## config.mk

```make
export PLATFORM = sky130hd
export DESIGN_NAME = dmacp_channel
export DESIGN_NICKNAME = d
export VERILOG_FILES = /design/src/include/dmacp_pkg.sv /design/src/rtl/dmacp_channel.sv
export SDC_FILE = /design/constraint.sdc
export NUM_CORES = 1
export LEC_CHECK = 0
export ABC_AREA = 0
export BUFFER_PORTS_ARGS = -buffer_cell sky130_fd_sc_hd__buf_4
export CAP_MARGIN = 20
export CORE_MARGIN = 3
export CORE_UTILIZATION = 52
export CTS_BUF_LIST = sky130_fd_sc_hd__clkbuf_4 sky130_fd_sc_hd__clkbuf_8 sky130_fd_sc_hd__clkbuf_16
export DETAILED_ROUTE_END_ITERATION = 6
export HOLD_SLACK_MARGIN = 0.12
export PLACE_DENSITY_LB_ADDON = 0.15
export REMOVE_ABC_BUFFERS = 1
export SYNTH_ARGS = -nofsm -noshare
export SYNTH_HDL_FRONTEND = slang
export SYNTH_SLANG_ARGS = --single-unit
```

## constraint.sdc

```tcl
create_clock -name mclk -period 3.7 [get_ports mclk]
set_input_delay 0.37 -clock mclk [delete_from_list [all_inputs] [get_ports mclk]]
set_output_delay 0.37 -clock mclk [all_outputs]
set_load 0.05 [all_outputs]
```

## src/include/dmacp_pkg.sv

```systemverilog
// Constants for the DMA channel cell-size, cell-progress and pattern block.
// Assumes a plain register port with 32-bit data and byte addresses.
package dmacp_pkg;
   // ***************************************************************
   // Register map
   // ***************************************************************
   localparam logic [7:0]  OFS_CELL_SIZE     = 8'h00;
   localparam logic [7:0]  OFS_CELL_PROGRESS = 8'h04;
   localparam logic [7:0]  OFS_PATTERN_BYTE  = 8'h08;
   localparam logic [7:0]  OFS_CHANNEL_MODE  = 8'h0c;
   // ***************************************************************
   // Fields and reset values
   // ***************************************************************
   localparam int          CELL_W            = 16;
   localparam int          PAT_W             = 8;
   localparam int          BYTES_W           = 3;
   localparam logic [15:0] CELL_SIZE_RST     = 16'h0000;
   localparam logic [15:0] PROGRESS_RST      = 16'h0000;
   localparam logic [7:0]  PATTERN_RST       = 8'h00;
   localparam int          MODE_PDET_BIT     = 0;
   localparam int          MODE_PTERM_BIT    = 1;
   localparam logic [1:0]  MODE_RST          = 2'h0;
   localparam logic [16:0] CELL_ZERO_BYTES   = 17'h10000;
endpackage : dmacp_pkg

```

## src/rtl/dmacp_channel.sv

```systemverilog
// Cell-size, cell-progress and pattern-match bookkeeping for one DMA channel.
// Assumes the transfer engine pulses cellStart and reports bytes moved per beat.
`timescale 1ns/1ps
module dmacp_channel
   import dmacp_pkg::*;
(
   // Clock and reset
   input  wire logic               mclk,
   input  wire logic               reset,
   // Register port
   input  wire logic [7:0]         regAddr,
   input  wire logic [31:0]        regWrData,
   input  wire logic               regWrite,
   input  wire logic               regRead,
   output logic      [31:0]        regRdData,
   // Transfer engine
   input  wire logic               cellStart,
   input  wire logic               beatValid,
   input  wire logic [BYTES_W-1:0] beatBytes,
   input  wire logic [PAT_W-1:0]   beatData,
   // Status to the engine
   output logic      [16:0]        cellBytes,
   output logic                    cellDone,
   output logic                    patternHit,
   output logic                    patternTerminate
);
   // ***************************************************************
   // State
   // ***************************************************************
   logic [CELL_W-1:0] cellSize,      next_cellSize;
   logic [CELL_W-1:0] progress,      next_progress;
   logic [PAT_W-1:0]  patternByte,   next_patternByte;
   logic [1:0]        mode,          next_mode;
   logic [31:0]       next_regRdData;
   logic [16:0]       next_cellBytes;
   logic              next_cellDone;
   logic              next_patternHit;
   logic              next_patternTerminate;
   logic [16:0]       sum;
   logic              match;

   function automatic logic [16:0] cellTotal(input logic [CELL_W-1:0] sz);
      cellTotal = (sz == 16'h0000) ? CELL_ZERO_BYTES : {1'b0, sz};
   endfunction : cellTotal

   // ***************************************************************
   // Elaboration checks
   // ***************************************************************
   // The read mux pads to 32 bits by hand, so other widths would misalign
   if (CELL_W != 16 || PAT_W != 8 || BYTES_W < 1 || BYTES_W > CELL_W) begin : g_bad_widths
      $error("dmacp_channel: unsupported field widths");
   end

   // ***************************************************************
   // Configuration registers
   // ***************************************************************
   always_comb begin
      next_cellSize    = cellSize;
      next_patternByte = patternByte;
      next_mode        = mode;
      if (regWrite) begin
         case (regAddr)
            OFS_CELL_SIZE:    next_cellSize    = regWrData[CELL_W-1:0];
            OFS_PATTERN_BYTE: next_patternByte = regWrData[PAT_W-1:0];
            OFS_CHANNEL_MODE: next_mode        = regWrData[1:0];
            // Progress and unmapped offsets swallow the write
            default:          next_cellSize    = cellSize;
         endcase
      end
   end

   always_ff @(posedge mclk) begin
      if (reset) begin
         cellSize    <= CELL_SIZE_RST;
         patternByte <= PATTERN_RST;
         mode        <= MODE_RST;
      end else begin
         cellSize    <= next_cellSize;
         patternByte <= next_patternByte;
         mode        <= next_mode;
      end
   end

   // ***************************************************************
   // Beat decode
   // ***************************************************************
   always_comb begin
      sum   = 17'({1'b0, progress}) + 17'(beatBytes);
      match = beatValid && (beatData == patternByte);
   end

   // ***************************************************************
   // Cell progress counter
   // ***************************************************************
   always_comb begin
      next_progress = progress;
      // Progress ignores writes; the engine alone moves it
      // A new event wins over a match, so the bytes of that beat are not counted
      if (cellStart) begin
         next_progress = PROGRESS_RST;
      end else if (match && mode[MODE_PDET_BIT]) begin
         next_progress = PROGRESS_RST;
      end else if (beatValid) begin
         next_progress = sum[CELL_W-1:0];
      end
   end

   always_ff @(posedge mclk) begin
      if (reset) begin
         progress <= PROGRESS_RST;
      end else begin
         progress <= next_progress;
      end
   end

   // ***************************************************************
   // Status to the engine
   // ***************************************************************
   always_comb begin
      // A beat that reaches the full cell flags done; 65536 wraps to zero
      next_cellDone         = beatValid && !cellStart
                              && (sum == cellTotal(cellSize));
      next_patternHit       = match && mode[MODE_PDET_BIT] && !cellStart;
      next_patternTerminate = match && mode[MODE_PTERM_BIT];
      // Decoded ahead so the engine never sees a raw zero size
      next_cellBytes        = cellTotal(next_cellSize);
   end

   always_ff @(posedge mclk) begin
      if (reset) begin
         cellBytes        <= CELL_ZERO_BYTES;
         cellDone         <= 1'b0;
         patternHit       <= 1'b0;
         patternTerminate <= 1'b0;
      end else begin
         cellBytes        <= next_cellBytes;
         cellDone         <= next_cellDone;
         patternHit       <= next_patternHit;
         patternTerminate <= next_patternTerminate;
      end
   end

   // ***************************************************************
   // Register read port
   // ***************************************************************
   always_comb begin
      // Idle cycles return zero so a stale word never looks like a fresh read
      next_regRdData = 32'h0000_0000;
      if (regRead) begin
         case (regAddr)
            OFS_CELL_SIZE:     next_regRdData = {16'h0000, cellSize};
            OFS_CELL_PROGRESS: next_regRdData = {16'h0000, progress};
            OFS_PATTERN_BYTE:  next_regRdData = {24'h000000, patternByte};
            OFS_CHANNEL_MODE:  next_regRdData = {30'h0, mode};
            default:           next_regRdData = 32'h0000_0000;
         endcase
      end
   end

   always_ff @(posedge mclk) begin
      if (reset) begin
         regRdData <= 32'h0000_0000;
      end else begin
         regRdData <= next_regRdData;
      end
   end

   // ***************************************************************
   // Assertions
   // ***************************************************************
   AST_ZERO_SIZE: assert property (@(posedge mclk) disable iff (reset)
      (cellSize == 16'h0000) |=> (cellBytes == 17'h10000 || $past(regWrite)))
      else $error("zero cell size not 65536");
   AST_PROG_ADD: assert property (@(posedge mclk) disable iff (reset)
      (beatValid && !cellStart && !(match && mode[MODE_PDET_BIT]))
      |=> (progress == 16'($past(progress) + 16'($past(beatBytes)))))
      else $error("progress did not add beat bytes");
   AST_PROG_START: assert property (@(posedge mclk) disable iff (reset)
      cellStart |=> (progress == 16'h0000))
      else $error("progress not cleared on event");
   AST_PDET_CLR: assert property (@(posedge mclk) disable iff (reset)
      (match && mode[MODE_PDET_BIT]) |=> (progress == 16'h0000))
      else $error("pattern detect did not clear progress");
   AST_PTERM_OFF: assert property (@(posedge mclk) disable iff (reset)
      !$past(mode[MODE_PTERM_BIT]) |-> !patternTerminate)
      else $error("pattern used outside terminate mode");
   AST_CELL_HI: assert property (@(posedge mclk) disable iff (reset)
      $past(regRead) && ($past(regAddr) == OFS_CELL_SIZE
         || $past(regAddr) == OFS_CELL_PROGRESS) |-> (regRdData[31:16] == 16'h0000))
      else $error("cell register high bits not zero");
   AST_PAT_HI: assert property (@(posedge mclk) disable iff (reset)
      $past(regRead) && ($past(regAddr) == OFS_PATTERN_BYTE)
      |-> (regRdData == {24'h000000, $past(patternByte)}))
      else $error("pattern readback wrong");
   AST_PROG_HOLD: assert property (@(posedge mclk) disable iff (reset)
      (!beatValid && !cellStart) |=> $stable(progress))
      else $error("progress moved without a beat");
   AST_CELL_RANGE: assert property (@(posedge mclk) disable iff (reset)
      (cellBytes != 17'h00000) && (cellBytes <= CELL_ZERO_BYTES))
      else $error("cell byte count out of range");
   AST_DONE_BEAT: assert property (@(posedge mclk) disable iff (reset)
      cellDone |-> ($past(beatValid) && !$past(cellStart)))
      else $error("cell done without a beat");
   AST_HIT_MODE: assert property (@(posedge mclk) disable iff (reset)
      patternHit |-> ($past(mode[MODE_PDET_BIT]) && $past(match)))
      else $error("pattern hit outside detect mode");
   AST_TERM_MATCH: assert property (@(posedge mclk) disable iff (reset)
      patternTerminate |-> ($past(beatValid) && ($past(beatData) == $past(patternByte))))
      else $error("terminate without a pattern match");
   AST_RD_IDLE: assert property (@(posedge mclk) disable iff (reset)
      !$past(regRead) |-> (regRdData == 32'h0000_0000))
      else $error("read data not zero when idle");
   AST_PAT_STORE: assert property (@(posedge mclk) disable iff (reset)
      ($past(regWrite) && ($past(regAddr) == OFS_PATTERN_BYTE))
      |-> (patternByte == $past(regWrData[PAT_W-1:0])))
      else $error("pattern byte not stored");
endmodule : dmacp_channel

```

==> flow_metrics.py <==
metrics = {
    "timing": {
        "finalCriticalPeriod_ns": 2.780,
        "fin_crit_sh_pct": 75.12,
        "timing.final.max_slew_violations": 0,
        "slew_headroom_pct": 49.80,
        "tightest_slew_ns": 0.7507,
        "skew_ns": 0.006755,
        "fin_ws_ns": 0.9204,
        "fin_setup_tns_ns": 0,
        "holdWs_ns": 0.1874,
        "hold_violations": 0,
        "setup_viol": 0,
        "grt_setup_unrepaired": "false",
        "max_freq_ghz": 0.3598,
    },
    "setup_path": {
        "path_common_cell": "a311oi_1",
        "crit_fanout": 3,
        "start_kind": "flop",
        "crit_chain": "ha_1, fa_1, a21o_1, a21o_2, a211o_1, a311oi_1, or4b_1, a311oi_1",
        "worstPathRequired_ns": 3.95,
        "critPathBufInv": 0,
        "criticalPathCategory": "flop to flop",
        "critPathTopFamily": "compound AO/OA/AOI/OAI gates",
        "critPathSlowestCell": "or4b_1",
        "crit_arrival_ns": 3.03,
        "worstSetupEndpointType": "flop",
        "slowest_delay_ns": 0.47,
    },
    "cells_and_area": {
        "final_cell_mix": "dfxtp_1 (78), buf_4 (77), nor2_1 (62)",
        "layout_commonest_cell": "dfxtp_1",
        "fillers": 602,
        "diodes": 0,
        "drive_gt1_share_pct": 20.73,
        "nets": 548,
        "final_area_mm2": 0.004472,
        "area_growth_pct": 20.38,
    },
    "pwr": {
        "leakage_nw": 1.747,
        "p_per_area_mw_per_mm2": 379.2,
        "power.total_mw": 1.696,
        "peakVddDrop_v": 0.0002337,
    },
    "logic_synthesis": {
        "synthArstFlopShare_pct": 0,
        "ys_top_cells_by_area": "dfxtp_1 (42%), xnor2_1 (6.4%), nor2_1 (6.3%)",
        "muxShareOfSynthArea_pct": 6.804,
        "yosys.area_share.simple_pct": 21.99,
        "synth_compound_area_share_pct": 12.19,
        "avgSynthCellArea_um2": 8.741,
        "ys_ff_latch": 78,
        "yosys_warnings": 0,
        "yosys.area.top_type_share_pct": 42.03,
        "synth-edff-count": 0,
        "synthCells": 425,
        "yosysSeqAreaShare_pct": 42.03,
        "syn_area_mm2": 0.003715,
        "synth_fa_ha_area_share_pct": 1.549,
        "yosysTopAreaCell": "dfxtp_1",
        "yosysUniqueCellTypes": 50,
        "synth_xor_xnor_area_share_pct": 9.161,
        "synthFlopType": "dfxtp_1",
        "synth_top_family_by_area": "simple AND/OR/NAND/NOR gates",
    },
    "global_routing": {
        "grt-ovfl-total": 0,
        "grt_usage_pct": 23.34,
        "grt_pass1_vias": 3173,
        "grt_pass1_wl_um": 15510,
        "grt_max_degree": 48,
        "antenna_found_initial": 0,
    },
    "floorplanning": {
        "die_area_mm2": 0.008194,
        "fp.dieH_um": 90.52,
        "rows": 30,
        "initial_core_util_pct": 54.08,
        "core_mm2": 0.006869,
        "fp.dieW_um": 90.52,
        "io_pins": 109,
    },
    "placed_design": {
        "dpl_cell_area_mm2": 0.004244,
        "dp_slack_ns": 0.8032,
        "port_buffers": 76,
        "dp_hpwl_um": 6758,
        "finalWeightedCongestion": 0.8715,
    },
    "min_path": {
        "hold_class": "input port to flop",
    },
    "clocking": {
        "cts_tree": "done",
        "cts_root_buffer": "clkbuf_8",
        "cts_resized": 0,
        "cts.sink_count": 78,
        "clk_pin_slew_ns": 0.08,
        "cts_setup_buffers": 0,
        "cts_made_buffers": 9,
        "postCtsHoldBufs": 0,
        "cts_max_level": 3,
        "clk-insertion-delay-late_ns": 0.35,
        "cts_buffer_depth": 2,
    },
    "detailed_routing": {
        "dr_wl_met2_um": 4469,
        "wl_met1_um": 4078,
        "avgViaCountPerCell": 5.588,
        "vias": 3286,
        "top_layer": "met4",
        "drcViolationCount": 0,
        "route.met3.wl_um": 654,
        "routedWlPerCell_um": 15.84,
        "dr.pass1.iters": 5,
        "drt_iter0_markers": 203,
        "antenna_left": 0,
        "wl_um": 9313,
    },
    "flow_run": {
        "drv_cap": 0,
    },
    "status": {
        "status": "completed",
    },
}
-- cell families (layout without fill, tap and decap cells) --
family,Yosys count,in the layout
multiplexers,24,24
buffers and inverters,42,94
XOR/XNOR,38,38
flip-flops,78,78
adder cells (fa/ha/maj),4,4
other,1,16
AND/OR/NAND/NOR,167,167
AO/OA/AOI/OAI,71,71
-- state kept, by name, indices dropped and copies added (netlist names) --
| name | count |
|---|---|
| cellSize | 16 |
| cellBytes | 17 |
| patternByte | 8 |
| regRdData | 16 |
| patternHit | 1 |
| patternTerminate | 1 |
| progress | 16 |
| mode | 2 |
| cellDone | 1 |
-- layer usage --
| metal | vias up | track usage (%) |
|---|---|---|
| met5 | - | 0 |
| met1 | 1577 | 30.48 |
| met3 | 11 | 5.417 |
| met2 | 115 | 38.36 |
| li1 | 1583 | - |
| met4 | 0 | 7.015 |
-- cells in the mapped netlist (2+ instances only) --
cell type  number
a211o_1         2
a211oi_1        2
a21o_1          3
a21oi_1        40
a22oi_1         8
a311oi_1        2
and4_1          2
buf_1           4
buf_2           5
buf_4          17
clkbuf_1       14
dfxtp_1        78
ha_1            3
mux2i_1        23
nand2_1        30
nand3_1        24
nand4_1        14
nor2_1         62
nor2b_1         3
nor3_1          5
nor3b_1         4
nor4_1          9
o211ai_1        2
o21ai_0         4
or3_1           4
or4_1           2
xnor2_1        27
xor2_1         10
-- worst paths after layout --
kind | cells past startpoint | from | slack (ns) | to
setup / recovery | 8 | progress[0] | 0.92 | cellDone
hold / removal | 2 | cellStart | 0.19 | patternHit
setup reg to reg | 8 | progress[0] | 0.92 | cellDone
hold reg to reg | 2 | progress[2] | 0.53 | progress[2]
-- final cells by class --
cell class	count	area, um2	share of cell area (%)
flip-flops and latches	78	1562	34.92
clock buffers	11	145.1	3.246
well taps	96	120.1	2.686
multi-input cells	320	1981	44.29
repair buffers	77	578.1	12.93
inverters	1	3.754	0.08394
clock inverters	5	82.58	1.847
-- metrics by stage --
| stage | cells | util (%) |
|---|---|---|
| after floorplan | 399 | - |
| after global placement | 572 | 61.79 |
| after detailed placement | 572 | 61.79 |
| after CTS | 588 | 65.10 |
| after global routing | 588 | 65.10 |
| final | 588 | 65.10 |
-- power by group --
group          switching (mW)  total (mW)  internal [mW]
sequential            0.00292       0.844          0.841
combinational          0.0892       0.138         0.0490
clock                   0.307       0.714          0.407
total                   0.399        1.70           1.30
Note: power is estimated with default switching activity, not from simulation.
